[config.mk]
export PLATFORM = sky130hd
export DESIGN_NAME = svt_status_regs
export DESIGN_NICKNAME = d
export VERILOG_FILES = /design/src/logic/svt_status_regs.v /design/src/logic/svt_sync.v
export VERILOG_INCLUDE_DIRS = /design/src /design/src/inc
export SDC_FILE = /design/constraint.sdc
export NUM_CORES = 1
export LEC_CHECK = 0
export ABC_AREA = 1
export BUFFER_PORTS_ARGS = -buffer_cell sky130_fd_sc_hd__clkbuf_2
export CAP_MARGIN = 20
export CORE_MARGIN = 2
export CORE_UTILIZATION = 30
export CTS_CLUSTER_SIZE = 25
export DETAILED_ROUTE_END_ITERATION = 10
export SLEW_MARGIN = 20
export SYNTH_ARGS = -nofsm -noshare
export SYNTH_HDL_FRONTEND = slang
export SYNTH_SLANG_ARGS = --single-unit
[constraint.sdc]
create_clock -name clk -period 3.9 [get_ports clk]
set_input_delay 0.585 -clock clk [delete_from_list [all_inputs] [get_ports clk]]
set_output_delay 0.585 -clock clk [all_outputs]
set_load 0.05 [all_outputs]
[src/inc/svt_map.vh]
`ifndef SVT_MAP_VH
`define SVT_MAP_VH

// ----------------------------------------------------------------
// register offsets
// ----------------------------------------------------------------
`define SVT_ADDR_BUS_ERROR_STATUS 8'h11
`define SVT_ADDR_TEMPERATURE_ZONE 8'h12
`define SVT_ADDR_BUS_ERROR_LAST_READ 8'h1C
`define SVT_ADDR_MAX_CURRENT_REPORT 8'h21
`define SVT_ADDR_TEMPERATURE_LIMIT 8'h22
`define SVT_ADDR_FAST_SLEW_REPORT 8'h24
`define SVT_ADDR_SLOW_SLEW_REPORT 8'h25

// ----------------------------------------------------------------
// field positions
// ----------------------------------------------------------------
`define SVT_ERR_PARITY_BIT 0
`define SVT_ERR_FRAME_BIT 1
`define SVT_ZONE_ALERT_BIT 6
`define SVT_ZONE_HOT_BIT 7

// ----------------------------------------------------------------
// reset and fixed values
// ----------------------------------------------------------------
`define SVT_BYTE_ZERO 8'h00
`define SVT_ERR_RESET 8'h00
`define SVT_TEMPERATURE_LIMIT_VALUE 8'h64
`define SVT_SLEW_FAST_HIGH 8'h14
`define SVT_SLEW_FAST_LOW 8'h0A
`define SVT_SLOW_SHIFT 2

// ----------------------------------------------------------------
// slew strap levels (0 V, 1.5 V, 3 V, supply)
// ----------------------------------------------------------------
`define SVT_SLEW_LVL_0V 2'h0
`define SVT_SLEW_LVL_1V5 2'h1
`define SVT_SLEW_LVL_3V 2'h2
`define SVT_SLEW_LVL_VCC 2'h3

// ----------------------------------------------------------------
// current limit strap levels
// ----------------------------------------------------------------
`define SVT_CURRENT_LIMIT_STRAP_LVL_LOW_OFF 5'h00
`define SVT_CURRENT_LIMIT_STRAP_LVL_FIRST 5'h01
`define SVT_CURRENT_LIMIT_STRAP_LVL_LAST 5'h10
`define SVT_ICC_STEP0 6'h23
`define SVT_ICC_STEP1 6'h21
`define SVT_ICC_STEP2_A 6'h1B
`define SVT_ICC_STEP3_A 6'h16
`define SVT_ICC_STEP2_B 6'h16
`define SVT_ICC_STEP3_B 6'h11

// ----------------------------------------------------------------
// strap capture timing
// ----------------------------------------------------------------
`define SVT_STRAP_WAIT 3'h4

`endif

[src/logic/svt_status_regs.v]
// How it works
// parity errors set bit 0 and frame errors set bit 1 of bus_error_status, bits 7..2 read zero.
// a read of bus_error_status copies it into bus_error_last_read and then clears it.
// the bus master may fetch bus_error_last_read to recover error status lost to a corrupted reply.
// temperature_zone is a thermometer code of both thermistor comparators at 75..100 percent.
// the 97 percent bit at either input sets the thermal alert status bit and pulls alert_n low.
// the 100 percent bit for either regulator pulls hot_out_n low.
// hot_out_n comes straight from the comparators, free of the register file and bus.
// temperature_limit reads a fixed 100 degrees, 64h, shared by both regulators.
// capability registers come from straps captured after reset, never from bus writes.
// max_current_report is the per-phase strap limit times active phases, one amp per step.
// an out-of-range current limit strap latches the affected regulator off.
// fast_slew_report gives the minimum fast slew in mV/us, defaulting to 0Ah.
// slew strap at 1.5 V or 3 V selects the higher fast rate, 0 V or supply the lower.
// slow_slew_report is one quarter of the fast rate in the same format.
// the overcurrent alert status bit latches when set and a primary status read refreshes it.
// temperature_zone follows the comparators continuously, each bit clearing when no longer exceeded.
`timescale 1ns/1ps
`include "svt_map.vh"
module svt_status_regs #(
  parameter ZONE_BITS = 8,
  parameter LVL_BITS = 5
) (
  input wire clk,
  input wire arst_n,
  // register access from the serial frame engine (same clock)
  input wire reg_rd,
  input wire [7:0] reg_addr,
  input wire reg_vr_sel,
  output reg [7:0] reg_rdata,
  output reg reg_rd_valid,
  output reg reg_rd_nak,
  // error events from the frame engine (same clock)
  input wire parity_err_evt,
  input wire frame_err_evt,
  // primary status read strobe from the frame engine
  input wire primary_status_rd,
  // analog comparator and strap inputs (asynchronous)
  input wire [ZONE_BITS-1:0] thermistor_in_a,
  input wire [ZONE_BITS-1:0] thermistor_in_b,
  input wire [LVL_BITS-1:0] current_limit_strap_a,
  input wire [LVL_BITS-1:0] current_limit_strap_b,
  input wire [1:0] slew_strap,
  input wire [1:0] active_phases_a,
  input wire [1:0] active_phases_b,
  input wire overcurrent_in,
  // outputs
  output reg alert_n,
  output reg hot_out_n,
  output reg primary_therm_alert,
  output reg primary_occ_alert,
  output reg reg_a_off,
  output reg reg_b_off
);

  // --------------------------------------------------------------
  // synchronisers for all asynchronous inputs
  // --------------------------------------------------------------
  localparam SYNC_W = 2 * ZONE_BITS + 2 * LVL_BITS + 2 + 2 + 2 + 1;

  wire [SYNC_W-1:0] async_bus;
  wire [SYNC_W-1:0] sync_bus;
  wire [ZONE_BITS-1:0] cmp_a;
  wire [ZONE_BITS-1:0] cmp_b;
  wire [LVL_BITS-1:0] lvl_a;
  wire [LVL_BITS-1:0] lvl_b;
  wire [1:0] slew_lvl;
  wire [1:0] ph_a;
  wire [1:0] ph_b;
  wire occ_now;

  assign async_bus = {thermistor_in_a, thermistor_in_b, current_limit_strap_a, current_limit_strap_b,
                      slew_strap, active_phases_a, active_phases_b, overcurrent_in};

  svt_sync #(
    .WIDTH(SYNC_W)
  ) u_sync (
    .clk(clk),
    .arst_n(arst_n),
    .async_in(async_bus),
    .sync_out(sync_bus)
  );

  assign {cmp_a, cmp_b, lvl_a, lvl_b, slew_lvl, ph_a, ph_b, occ_now} = sync_bus;

  // --------------------------------------------------------------
  // per-phase current lookup
  // --------------------------------------------------------------
  // valid levels repeat a four-step pattern of per-phase report values
  function [5:0] icc_per_phase;
    input [LVL_BITS-1:0] lvl;
    input is_b;
    reg [LVL_BITS-1:0] idx;
    begin
      idx = lvl - `SVT_CURRENT_LIMIT_STRAP_LVL_FIRST;
      case (idx[1:0])
        2'h0: icc_per_phase = `SVT_ICC_STEP0;
        2'h1: icc_per_phase = `SVT_ICC_STEP1;
        2'h2: icc_per_phase = is_b ? `SVT_ICC_STEP2_B : `SVT_ICC_STEP2_A;
        2'h3: icc_per_phase = is_b ? `SVT_ICC_STEP3_B : `SVT_ICC_STEP3_A;
        default: icc_per_phase = 6'h00;
      endcase
    end
  endfunction

  // level inside the defined window
  function lvl_ok;
    input [LVL_BITS-1:0] lvl;
    begin
      lvl_ok = (lvl >= `SVT_CURRENT_LIMIT_STRAP_LVL_FIRST) && (lvl <= `SVT_CURRENT_LIMIT_STRAP_LVL_LAST);
    end
  endfunction

  // --------------------------------------------------------------
  // strap capture after reset release
  // --------------------------------------------------------------
  reg [2:0] strap_wait;
  reg straps_taken;
  reg [7:0] icc_a;
  reg [7:0] icc_b;
  reg [7:0] fast_slew;
  reg [7:0] slow_slew;
  wire [7:0] next_icc_a;
  wire [7:0] next_icc_b;
  wire [7:0] next_fast_slew;
  wire [9:0] prod_a;
  wire [9:0] prod_b;

  // limit per phase times phase count
  assign prod_a = icc_per_phase(lvl_a, 1'b0) * {2'h0, ph_a};
  assign prod_b = icc_per_phase(lvl_b, 1'b1) * {2'h0, ph_b};
  assign next_icc_a = lvl_ok(lvl_a) ? prod_a[7:0] : `SVT_BYTE_ZERO;
  assign next_icc_b = lvl_ok(lvl_b) ? prod_b[7:0] : `SVT_BYTE_ZERO;

  // mid strap levels give the higher fast rate
  assign next_fast_slew = ((slew_lvl == `SVT_SLEW_LVL_1V5) || (slew_lvl == `SVT_SLEW_LVL_3V)) ?
                          `SVT_SLEW_FAST_HIGH : `SVT_SLEW_FAST_LOW;

  // wait for the synchronisers to fill, then sample straps once
  always @(posedge clk or negedge arst_n) begin
    if (!arst_n) begin
      strap_wait <= 3'h0;
      straps_taken <= 1'b0;
      icc_a <= `SVT_BYTE_ZERO;
      icc_b <= `SVT_BYTE_ZERO;
      fast_slew <= `SVT_SLEW_FAST_LOW;
      slow_slew <= `SVT_SLEW_FAST_LOW >> `SVT_SLOW_SHIFT;
    end else if (!straps_taken) begin
      if (strap_wait == `SVT_STRAP_WAIT) begin
        straps_taken <= 1'b1;
        icc_a <= next_icc_a;
        icc_b <= next_icc_b;
        fast_slew <= next_fast_slew;
        slow_slew <= next_fast_slew >> `SVT_SLOW_SHIFT;
      end else begin
        strap_wait <= strap_wait + 3'h1;
      end
    end
  end

  // --------------------------------------------------------------
  // regulator latch-off on bad current limit strap
  // --------------------------------------------------------------
  // once off, only a reset brings the regulator back
  always @(posedge clk or negedge arst_n) begin
    if (!arst_n) begin
      reg_a_off <= 1'b0;
      reg_b_off <= 1'b0;
    end else if (!straps_taken && (strap_wait == `SVT_STRAP_WAIT)) begin
      if (!lvl_ok(lvl_a)) begin
        reg_a_off <= 1'b1;
      end
      if (!lvl_ok(lvl_b)) begin
        reg_b_off <= 1'b1;
      end
    end
  end

  // --------------------------------------------------------------
  // temperature zone and thermal outputs
  // --------------------------------------------------------------
  reg [ZONE_BITS-1:0] zone;
  wire [ZONE_BITS-1:0] next_zone;

  // either thermistor trips a zone bit
  assign next_zone = cmp_a | cmp_b;

  // follow comparators every cycle, bits drop as soon as they clear
  always @(posedge clk or negedge arst_n) begin
    if (!arst_n) begin
      zone <= {ZONE_BITS{1'b0}};
    end else begin
      zone <= next_zone;
    end
  end

  // alert and hot pins straight from comparators, not the register path
  always @(posedge clk or negedge arst_n) begin
    if (!arst_n) begin
      alert_n <= 1'b1;
      hot_out_n <= 1'b1;
      primary_therm_alert <= 1'b0;
    end else begin
      primary_therm_alert <= next_zone[`SVT_ZONE_ALERT_BIT];
      alert_n <= ~next_zone[`SVT_ZONE_ALERT_BIT];
      hot_out_n <= ~(cmp_a[`SVT_ZONE_HOT_BIT] | cmp_b[`SVT_ZONE_HOT_BIT]);
    end
  end

  // --------------------------------------------------------------
  // overcurrent alert latch
  // --------------------------------------------------------------
  // a rising alert sticks; a primary status read reloads the live value
  always @(posedge clk or negedge arst_n) begin
    if (!arst_n) begin
      primary_occ_alert <= 1'b0;
    end else if (primary_status_rd) begin
      primary_occ_alert <= occ_now;
    end else if (occ_now) begin
      primary_occ_alert <= 1'b1;
    end
  end

  // --------------------------------------------------------------
  // bus error status and last-read copy
  // --------------------------------------------------------------
  reg [1:0] err_stat;
  reg [1:0] err_last;
  wire [1:0] err_evt;
  wire err_rd;

  assign err_evt = {frame_err_evt, parity_err_evt};
  assign err_rd = reg_rd && (reg_addr == `SVT_ADDR_BUS_ERROR_STATUS);

  // new events survive a clearing read of the same cycle
  always @(posedge clk or negedge arst_n) begin
    if (!arst_n) begin
      err_stat <= 2'h0;
      err_last <= 2'h0;
    end else if (err_rd) begin
      err_last <= err_stat;
      err_stat <= err_evt;
    end else begin
      err_stat <= err_stat | err_evt;
    end
  end

  // --------------------------------------------------------------
  // read data mux
  // --------------------------------------------------------------
  reg [7:0] next_rdata;
  reg next_nak;

  // select register contents by offset, current limit report picked per regulator
  always @* begin
    next_rdata = `SVT_BYTE_ZERO;
    next_nak = 1'b0;
    case (reg_addr)
      `SVT_ADDR_BUS_ERROR_STATUS: begin
        next_rdata = {6'h00, err_stat};
      end
      `SVT_ADDR_TEMPERATURE_ZONE: begin
        next_rdata = zone;
      end
      `SVT_ADDR_BUS_ERROR_LAST_READ: begin
        next_rdata = {6'h00, err_last};
      end
      `SVT_ADDR_MAX_CURRENT_REPORT: begin
        next_rdata = reg_vr_sel ? icc_b : icc_a;
      end
      `SVT_ADDR_TEMPERATURE_LIMIT: begin
        next_rdata = `SVT_TEMPERATURE_LIMIT_VALUE;
      end
      `SVT_ADDR_FAST_SLEW_REPORT: begin
        next_rdata = fast_slew;
      end
      `SVT_ADDR_SLOW_SLEW_REPORT: begin
        next_rdata = slow_slew;
      end
      default: begin
        next_nak = 1'b1;
      end
    endcase
  end

  // answer one cycle after the read strobe
  always @(posedge clk or negedge arst_n) begin
    if (!arst_n) begin
      reg_rdata <= `SVT_BYTE_ZERO;
      reg_rd_valid <= 1'b0;
      reg_rd_nak <= 1'b0;
    end else begin
      reg_rd_valid <= reg_rd;
      reg_rd_nak <= reg_rd & next_nak;
      if (reg_rd) begin
        reg_rdata <= next_rdata;
      end
    end
  end

endmodule // svt_status_regs

[src/logic/svt_sync.v]
`timescale 1ns/1ps
module svt_sync #(
  parameter WIDTH = 8
) (
  input wire clk,
  input wire arst_n,
  input wire [WIDTH-1:0] async_in,
  output wire [WIDTH-1:0] sync_out
);

  // --------------------------------------------------------------
  // two-stage synchroniser, one pair per bit
  // --------------------------------------------------------------
  genvar gi;
  generate
    for (gi = 0; gi < WIDTH; gi = gi + 1) begin : g_bit
      reg meta;
      reg stable;
      // first stage feeds only the second
      always @(posedge clk or negedge arst_n) begin
        if (!arst_n) begin
          meta <= 1'b0;
          stable <= 1'b0;
        end else begin
          meta <= async_in[gi];
          stable <= meta;
        end
      end
      assign sync_out[gi] = stable;
    end
  endgenerate

endmodule // svt_sync

==> results.ini, run 1 <==
[route]
vias = 2929
drcViolationCount = 0
wl_per_cell_um = 11.77
postRouteAntennaNets = 0
drt-total-wl_um = 8285
drt_iter0_drc = 82
first_pass_iters = 5
viasPerCell = 4.161

[floorplan]
die_w_um = 127.1
ios = 64
num_rows = 45
core_um2 = 15030
start_util_pct = 30.25
dieArea_um2 = 16160
die_h_um = 127.1

[job]
cap_violations = 0

[sta]
report.final.setup_viol = 0
slew_headroom_pct = 49.20
fmaxAchievable_ghz = 0.4826
worst_pin_slew_ns = 0.7620
rsz0062_at_grt = no
period_minus_slack_ns = 2.072
tns_ns = 0
hold_violations = 0
finalCritPeriodShare_pct = 53.13
clock_skew_ns = 0.009072
report.final.slew_viol_count = 0

[cts]
clockBufferDepth = 2
cts.reportedPaths.clkPinSlew_ns = 0.06
cts_made_buffers = 17
cts_setup_buffers = 0
cts_root_buffer = clkbuf_16
htree_levels = 4
clk_latency_ns = 0.41
cts.sinks = 115
post_cts_resized = 0
hold_buffers = 0
cts_tree = built

[cells_and_area]
area_growth_pct = 26.24
final_area_um2 = 5742
fin_nets = 572
drive_gt1_share_pct = 24.22
mostFrequentLayoutCell = dfrtp_1
final_cell_mix = 112 x dfrtp_1, 100 x nand2_1, 62 x clkbuf_2, 51 x inv_1, 26 x nand3_1
diodes = 0

[synth]
synth_cell_type_count = 28
yosysSeqAreaShare_pct = 63.36
synthesis.area_um2 = 4548
yosys_warnings = 0
syn-instance-count = 423
avgSynthCellArea_um2 = 10.75
synth_nets = 492
ys_ff_latch = 115

[grt]
grt_pass1_vias = 3001
use_met3_pct = 3.224
grtUsageMet2_pct = 18.37
grt_usage_pct = 11.12
grt_max_degree = 88
grt_antenna_before_repair = 0
busiest_layer = met2
grt_pass1_wl_um = 14010
grt_overflow = 0
gr-usage-met1_pct = 13.54

[place]
io_buffer_count = 63
dpl_cell_area_um2 = 5096
dpl.hpwl_um = 5888
gp_congestion = 0.7991

[worst_setup_path]
cp_max_fo = 4
path_class = flop to flop
cp.arrival_ns = 2.35
end_kind = flop
required_ns = 4.17
reg2reg_setup_slack_ns = 1.83
r2r-start = u_sync.g_bit[13].stable
r2r-end = icc_a[5]
critPathLaunchType = flop
rr_worst_depth = 9

[pwr]
p_leak_nw = 2.998
cellPowerDensity_nw_per_um2 = 545.4
vdd_drop_max_mv = 0.2782

[worst_hold_path]
hold_path.class = input port to async pin

[run_status]
status = completed

-- per-layer routing --
| layer | up-vias | wire length, um |
|---|---|---|
| met5 | - | 0 |
| met4 | 0 | 42 |
| met3 | 5 | 342 |
| met2 | 64 | 4061 |
| met1 | 1376 | 3839 |
| li1 | 1484 | - |
-- worst max-delay path by stage --
| stage | start | endpoint |
|---|---|---|
| 2_1_floorplan | u_sync.g_bit[13].stable | icc_a[5] |
| 3_3_place_gp | u_sync.g_bit[13].stable | icc_a[5] |
| 3_5_place_dp | u_sync.g_bit[13].stable | icc_a[5] |
| 4_1_cts | u_sync.g_bit[13].stable | icc_a[5] |
| 5_1_grt | u_sync.g_bit[13].stable | icc_a[7] |
| 6_report | u_sync.g_bit[13].stable | icc_a[5] |
-- sequential cells by signal, indices dropped and copies added (netlist names) --
name,count
reg_rd_valid,1
slow_slew,2
reg_rd_nak,1
err_last,2
alert_n,1
icc_b,8
u_sync.g_bit.stable,33
zone,8
err_stat,2
primary_occ_alert,1
strap_wait,3
reg_b_off,1
reg_rdata,8
hot_out_n,1
icc_a,8
reg_a_off,1
u_sync.g_bit.meta,33
straps_taken,1
-- layout make-up --
| type | count | area [um2] |
|---|---|---|
| timing repair buffer | 65 | 336.6 |
| tap | 188 | 235.2 |
| clock buffer | 19 | 442.9 |
| inverter | 55 | 206.4 |
| fill | 1443 | 9291 |
| sequential | 115 | 2882 |
| multi-input combinational | 249 | 1440 |
| clock inverter | 13 | 198.9 |
-- cells by family after synthesis --
group                    count (synthesis)  synth area share (%)
buffers and inverters                   59                 4.979
AND/OR/NAND/NOR                        176                 18.40
adder cells (fa/ha/maj)                 21                 6.107
flip-flops                             115                 63.36
XOR/XNOR                                 9                 1.733
AO/OA/AOI/OAI                           43                 5.420
-- stage by stage --
stage	power (mW)	instances	hold slack [ns]	util, %	setup WS (ns)
after floorplan	1.411	423	0.2894	-	2.031
after global placement	1.491	672	0.3318	33.90	1.910
after detailed placement	1.496	672	0.3347	33.90	1.851
after CTS	3.167	704	0.2639	38.17	1.839
after global routing	3.247	704	0.2638	38.19	1.699
final	3.132	704	0.2348	38.19	1.828
-- report_power, final --
| part | leakage [nW] | internal [mW] | switching (mW) | total [mW] |
|---|---|---|---|---|
| Clock | 0.306 | 1.10 | 0.562 | 1.66 |
| Combinational | 1.33 | 0.0671 | 0.124 | 0.191 |
| Sequential | 1.37 | 1.26 | 0.0256 | 1.28 |
-- synthesized netlist by cell type (all sizes together) --
cell    number  area share (%)
a21oi        8            0.88
a22o         2            0.39
buf          4            0.44
dfrtp      112              62
dfstp        3             1.7
fa           2            0.88
ha          19             5.2
inv         55             4.5
nand2      108             9.7
nand3       27             3.2
nand4        2            0.28
nor2        32             4.3
nor3         1            0.11
o21a         1            0.17
o21ai       21             2.3
o21bai       6            0.99
o22ai        5            0.69
or2          6            0.83
xnor2        4            0.77
xor2         5            0.96
-- critical path, cell delays in order, from the launching register on --
cell and delay, ns:
dfrtp_1 0.40, inv_1 0.10, ha_1 0.23, nor2_1 0.13, ha_1 0.18, inv_1 0.06
fa_1 0.39, o21ai_1 0.23, xnor2_1 0.14, o22ai_1 0.08
No activity file was read; power rests on OpenSTA's default activity.
==> run 2: changes to the inputs <==
Clock period 3.9 ns to 1.75 ns, I/O delays scaled along.
==> results.ini, run 2 (synthesis gave the netlist of run 1 again) <==
[pwr]
combPwrFrac_pct = 8.8  ; was 6.1%
finalPower_mw = 6.833  ; was 3.132 mW
p_int_mw = 5.224  ; was 2.421 mW
cellPowerDensity_nw_per_um2 = 1061  ; was 545.4 nW/um2
vdd_drop_max_mv = 0.7242  ; was 0.2782 mV
p_sw_mw = 1.609  ; was 710.9 uW
switching_share_pct = 23.55  ; was 22.70%
p_seq_share_pct = 41.8  ; was 40.9%
power_frac_clock_pct = 49.4  ; was 53.0%
p_leak_nw = 3.218  ; was 2.998 nW

[cts]
clockBufferDepth = 2  ; unchanged
clk_latency_ns = 0.41  ; about the same
cts.sinks = 115  ; unchanged
cts_root_buffer = clkbuf_16  ; unchanged
cts_made_buffers = 17  ; unchanged
cts.reportedPaths.clkPinSlew_ns = 0.06  ; about the same
cts_tree = built  ; unchanged
htree_levels = 4  ; unchanged

[worst_setup_path]
required_ns = 2.03  ; was 4.17 ns
path_class = flop to flop  ; unchanged
slowest_delay_ns = 0.46  ; was 0.40 ns
cp_slowest_cell = dfrtp_2  ; was dfrtp_1
critPathLaunchType = flop  ; unchanged
cp.arrival_ns = 2.08  ; was 2.35 ns
crit_chain = ha_4 > buf_6 > nor2_4 > inv_2 > fa_2 > o21ai_2 > xnor2_1 > o22ai_1  ; was inv_1 > ha_1 > nor2_1 > ha_1 > inv_1 > fa_1 > o21ai_1 > xnor2_1 > o22ai_1
cp_max_fo = 4  ; unchanged
cp-startpoint = u_sync.g_bit[13].stable  ; unchanged
r2r-start = u_sync.g_bit[13].stable  ; unchanged
end_kind = flop  ; unchanged

[sta]
clock_skew_ns = 0.01020  ; was 0.009072 ns
hold_violations = 0  ; unchanged
report.final.setup_viol = 4  ; was 0
fmaxAchievable_ghz = 0.5549  ; was 0.4826 GHz
tns_ns = -0.1302  ; was 0 ns
worst_pin_slew_ns = 0.4744  ; was 0.7620 ns
report.final.slew_viol_count = 0  ; unchanged
slew_headroom_pct = 68.37  ; was 49.20%
rsz0062_at_grt = yes  ; was no
finalWorstSetupSlack_ns = -0.05211  ; was 1.828 ns
period_minus_slack_ns = 1.802  ; was 2.072 ns
finalCritPeriodShare_pct = 103.0  ; was 53.13%

[floorplan]
die_w_um = 127.1  ; unchanged
die_h_um = 127.1  ; unchanged
ios = 64  ; unchanged
start_util_pct = 30.25  ; unchanged
num_rows = 45  ; unchanged
core_um2 = 15030  ; unchanged
dieArea_um2 = 16160  ; unchanged

[cells_and_area]
area_growth_pct = 41.54  ; was 26.24%
post-route-util_pct = 42.82  ; was 38.19%
drive_gt1_share_pct = 32.93  ; was 24.22%
fin_cells = 762  ; was 704
diodes = 0  ; unchanged
fin_nets = 630  ; was 572
mostFrequentLayoutCell = dfrtp_1  ; unchanged
fillers = 1405  ; was 1,443
final_cell_mix = 111 x dfrtp_1, 94 x nand2_1, 62 x clkbuf_2, 44 x inv_1, 34 x dlygate4sd3_1  ; was 112 x dfrtp_1, 100 x nand2_1, 62 x clkbuf_2, 51 x inv_1, 26 x nand3_1
reg_top3 = u_sync.g_bit.meta (33), u_sync.g_bit.stable (33)  ; unchanged
regArea_um2 = 2883  ; was 2882 um2
multi_input_area_um2 = 1640  ; was 1440 um2

[place]
pre_cts_slack_ns = -0.1382  ; was 1.851 ns
dp.cells = 687  ; was 672
gp_congestion = 0.8071  ; was 0.7991
io_buffer_count = 63  ; unchanged
dpl.hpwl_um = 6412  ; was 5888 um

[run_status]
status = finished, violations left  ; was completed
violations = setup timing

[route]
vias = 3249  ; was 2,929
postRouteAntennaNets = 0  ; unchanged
drt-total-wl_um = 9198  ; was 8285 um
first_pass_iters = 4  ; was 5
drt_iter0_drc = 140  ; was 82
viasPerCell = 4.264  ; was 4.161
wl_per_cell_um = 12.07  ; was 11.77 um
drcViolationCount = 0  ; unchanged

[grt]
grt_antenna_before_repair = 0  ; unchanged
grt_max_degree = 38  ; was 88
grt_pass1_vias = 3524  ; was 3,001
grt_usage_pct = 12.39  ; was 11.12%
grt_overflow = 0  ; unchanged
grt_pass1_wl_um = 15720  ; was 14,010 um

[worst_hold_path]
hold_path.class = input port to flop  ; was input port to async pin
hold_start = primary_status_rd

[job]
cap_violations = 0  ; unchanged

## run 2: cell types whose count changed in the layout (fill, tap and decap cells not counted), moves of 6 or more
cell / previous run / this run
buf_4: 2 / 24
dlygate4sd3_1: 0 / 34
ha_1: 19 / 5
ha_4: 0 / 10
inv_1: 51 / 44
nand2_1: 100 / 94
nand2_2: 5 / 11
nor2_1: 25 / 19
## run 2: final timing paths
check / endpoint / slack [ns] / cells after the start
max in group asynchronous: u_sync.g_bit[13].stable / 0.84 / 3
setup reg to reg: icc_a[5] / -0.05 / 8
min in group asynchronous: u_sync.g_bit[17].stable / 0.36 / 2
hold reg to reg: u_sync.g_bit[19].stable / 0.34 / 0
setup / recovery: icc_a[5] / -0.05 / 8
hold / removal: primary_occ_alert / 0.03 / 2
## run 2: timing repair
action / CTS / global route
setup buffers: 5 / 4
resized for setup: 17 / 33
endpoints found under the setup margin: 8 / 10
endpoints found under the hold margin: 61 / 0
hold buffers: 34 / 0
pin swaps: 10 / 21
## run 2: final cells by class
cell class | count | share of cell area (%)
inverter | 55 | 3.324
multi-input combinational | 249 | 25.48
clock inverter | 13 | 2.313
timing repair buffer | 123 | 13.57
sequential | 115 | 44.78
clock buffer | 19 | 6.880
tap | 188 | 3.654
## run 2: layer usage
metal / GRT usage [%] / vias up / share of wire, %
met1: 14.02 / 1573 / 42
met4: 6.593 / 0 / 2.0
met5: 0 / - / 0
li1: - / 1603 / -
met3: 3.141 / 14 / 2.7
met2: 21.57 / 59 / 53
## run 2: power by group through the flow
stage / logic, mW / registers [mW] / clock network (mW)
final: 0.601 / 2.86 / 3.37
after global routing: 0.677 / 2.87 / 3.58
after detailed placement: 0.477 / 2.90 / 0
after floorplan: 0.211 / 2.94 / 0
after global placement: 0.462 / 2.90 / 0
after CTS: 0.564 / 2.86 / 3.46
## run 2: per-stage QoR
| stage | area [um2] | hold slack, ns |
|---|---|---|
| floorplan | 4554 | -0.03309 |
| global placement | 5228 | 0.2506 |
| detailed placement | 5228 | 0.2570 |
| CTS | 6279 | 0.01822 |
| global route | 6437 | 0.03023 |
| finish | 6437 | 0.03341 |
## run 2: worst max-delay path: cells and delay by family (launching register included)
| family | cells | cell delay, ns |
|---|---|---|
| buf+inv | 2 | 0.17 |
| simple gates | 1 | 0.10 |
| compound gates | 2 | 0.23 |
| flops | 1 | 0.46 |
| fa+ha+maj | 2 | 0.58 |
| xor+xnor | 1 | 0.13 |
==> run 3: changes to the inputs <==
Settings changed: CORE_ASPECT_RATIO set to 1.75, SLEW_MARGIN 20 to 25.
==> results.ini, run 3 (synthesis gave the netlist of run 1 again) <==
[floorplan]
dieArea_um2 = 16200  ; was 16,160 um2
start_util_pct = 30.65  ; was 30.25%
core_um2 = 14840  ; was 15,030 um2
die_h_um = 166.9  ; was 127.1 um
num_rows = 59  ; was 45
die_w_um = 97.08  ; was 127.1 um
ios = 64  ; unchanged

[pwr]
vdd_drop_max_mv = 0.6617  ; was 0.7242 mV
cellPowerDensity_nw_per_um2 = 1051  ; was 1061 nW/um2
p_sw_mw = 1.523  ; was 1.609 mW
combPwrFrac_pct = 8.9  ; was 8.8%
power_frac_clock_pct = 48.4  ; was 49.4%
switching_share_pct = 22.69  ; was 23.55%
p_int_mw = 5.189  ; was 5.224 mW
p_seq_share_pct = 42.7  ; was 41.8%
p_leak_nw = 3.197  ; was 3.218 nW

[worst_setup_path]
cp.arrival_ns = 2.12  ; was 2.08 ns
path_class = flop to flop  ; unchanged
r2r-start = u_sync.g_bit[13].stable  ; unchanged
cp_max_fo = 4  ; unchanged
end_kind = flop  ; unchanged
critPathLaunchType = flop  ; unchanged
rr_worst_depth = 8  ; unchanged
r2r-end = icc_a[5]  ; unchanged
required_ns = 2.03  ; about the same
reg2reg_setup_slack_ns = -0.09  ; was -0.05 ns

[route]
highest_layer = met4  ; unchanged
drt-met1-wl_um = 3331  ; was 3857 um
viasPerCell = 4.292  ; was 4.264
postRouteAntennaNets = 0  ; unchanged
drt-total-wl_um = 9104  ; was 9198 um
drcViolationCount = 0  ; unchanged
vias = 3219  ; was 3,249
wl_met2_um = 5009  ; was 4906 um
drt_iter0_drc = 124  ; was 140
wl_met3_um = 308  ; was 249 um
wl_per_cell_um = 12.14  ; was 12.07 um
first_pass_iters = 4  ; unchanged

[cells_and_area]
drive_gt1_share_pct = 32.45  ; was 32.93%
area_growth_pct = 40.47  ; was 41.54%
reg_top3 = u_sync.g_bit.meta (33), u_sync.g_bit.stable (33)  ; unchanged
mostFrequentLayoutCell = dfrtp_1  ; unchanged
fin_nets = 623  ; was 630
final_cell_mix = 109 x dfrtp_1, 94 x nand2_1, 62 x clkbuf_2, 42 x inv_1, 34 x dlygate4sd3_1  ; was 111 x dfrtp_1, 94 x nand2_1, 62 x clkbuf_2, 44 x inv_1, 34 x dlygate4sd3_1
final_area_um2 = 6389  ; was 6437 um2
diodes = 0  ; unchanged

[sta]
report.final.slew_viol_count = 0  ; unchanged
hold_violations = 0  ; unchanged
fmaxAchievable_ghz = 0.5424  ; was 0.5549 GHz
report.final.setup_viol = 4  ; unchanged
finalWorstSetupSlack_ns = -0.09381  ; was -0.05211 ns
hold_slack_ns = 0.03654  ; was 0.03341 ns
finalCritPeriodShare_pct = 105.4  ; was 103.0%
clock_skew_ns = 0.009226  ; was 0.01020 ns
slew_headroom_pct = 70.72  ; was 68.37%
worst_pin_slew_ns = 0.4392  ; was 0.4744 ns
rsz0062_at_grt = yes  ; unchanged
period_minus_slack_ns = 1.844  ; was 1.802 ns

[cts]
cts.reportedPaths.clkPinSlew_ns = 0.05  ; was 0.06 ns
cts_tree = built  ; unchanged
cts_root_buffer = clkbuf_16  ; unchanged
clockBufferDepth = 2  ; unchanged
cts.sinks = 115  ; unchanged
cts_made_buffers = 17  ; unchanged
htree_levels = 4  ; unchanged
clk_latency_ns = 0.40  ; was 0.41 ns

[worst_hold_path]
hold_start = primary_status_rd  ; unchanged
hold_depth = 2  ; unchanged
hold_end = primary_occ_alert  ; unchanged
hold_path.class = input port to flop  ; unchanged

[grt]
grt_pass1_vias = 3406  ; was 3,524
grt_pass1_wl_um = 15180  ; was 15,720 um
grt_overflow = 0  ; unchanged
grt_max_degree = 47  ; was 38
grt_usage_pct = 11.82  ; was 12.39%
grt_antenna_before_repair = 0  ; unchanged

[job]
cap_violations = 0  ; unchanged

[run_status]
violations = setup timing  ; unchanged
status = finished, violations left  ; unchanged

[place]
dpl.hpwl_um = 6229  ; was 6412 um
gp_congestion = 0.7542  ; was 0.8071
io_buffer_count = 63  ; unchanged
dpl_cell_area_um2 = 5189  ; was 5228 um2

-- run 3: final cells by class --
type	count	area [um2]
fill	1344	8449
sequential	115	2885
multi-input combinational	249	1665
timing repair buffer	116	833.3
clock buffer	22	454.2
tap	183	229.0
inverter	55	211.5
clock inverter	10	110.1
-- run 3: worst max path at each step --
stage	slack, ns	start	cells past startpoint	end
after floorplan	-0.009	u_sync.g_bit[13].stable	9	icc_a[5]
after global routing	-0.20	u_sync.g_bit[12].stable	8	icc_a[5]
after detailed placement	-0.17	u_sync.g_bit[13].stable	9	icc_a[5]
after global placement	-0.06	u_sync.g_bit[13].stable	9	icc_a[5]
final	-0.09	u_sync.g_bit[13].stable	8	icc_a[5]
after CTS	-0.13	u_sync.g_bit[13].stable	8	icc_a[5]
-- run 3: per-stage QoR --
stage / std cells / power [mW] / utilization, % / setup TNS, ns / setup slack (ns)
finish: 750 / 6.712 / 43.06 / -0.2319 / -0.09381
global route: 750 / 6.978 / 43.06 / -0.7453 / -0.2017
global placement: 676 / 3.350 / 34.97 / -0.08683 / -0.05606
CTS: 747 / 6.725 / 41.76 / -0.1991 / -0.1287
floorplan: 423 / 3.147 / - / -0.008883 / -0.008883
detailed placement: 676 / 3.370 / 34.97 / -0.5472 / -0.1669
-- run 3: what timing repair did --
item	CTS	global route
resized for setup	17	40
setup buffers	5	3
pin swaps	11	29
hold endpoints to repair	63	0
hold buffers	34	0
setup endpoints to repair	8	9
-- run 3: power by group through the flow --
stage	Clock, mW	Combinational, mW	Sequential, mW
2_1_floorplan	0	0.211	2.94
3_3_place_gp	0	0.451	2.90
3_5_place_dp	0	0.467	2.90
4_1_cts	3.31	0.554	2.86
5_1_grt	3.44	0.665	2.88
6_report	3.25	0.597	2.86
-- run 3: metal layers --
metal | GRT usage, % | up-vias
li1 | - | 1592
met1 | 11.57 | 1518
met2 | 21.01 | 80
met3 | 3.441 | 29
met4 | 8.328 | 0
met5 | 0 | -
-- run 3: worst max-delay path: stages (launching register included) --
cell and delay (ns):
dfrtp_2 0.42, inv_4 0.07, ha_4 0.28, nor2_1 0.05
ha_1 0.36, a21oi_2 0.19, o21ai_2 0.09, xnor2_1 0.16
o22ai_1 0.10
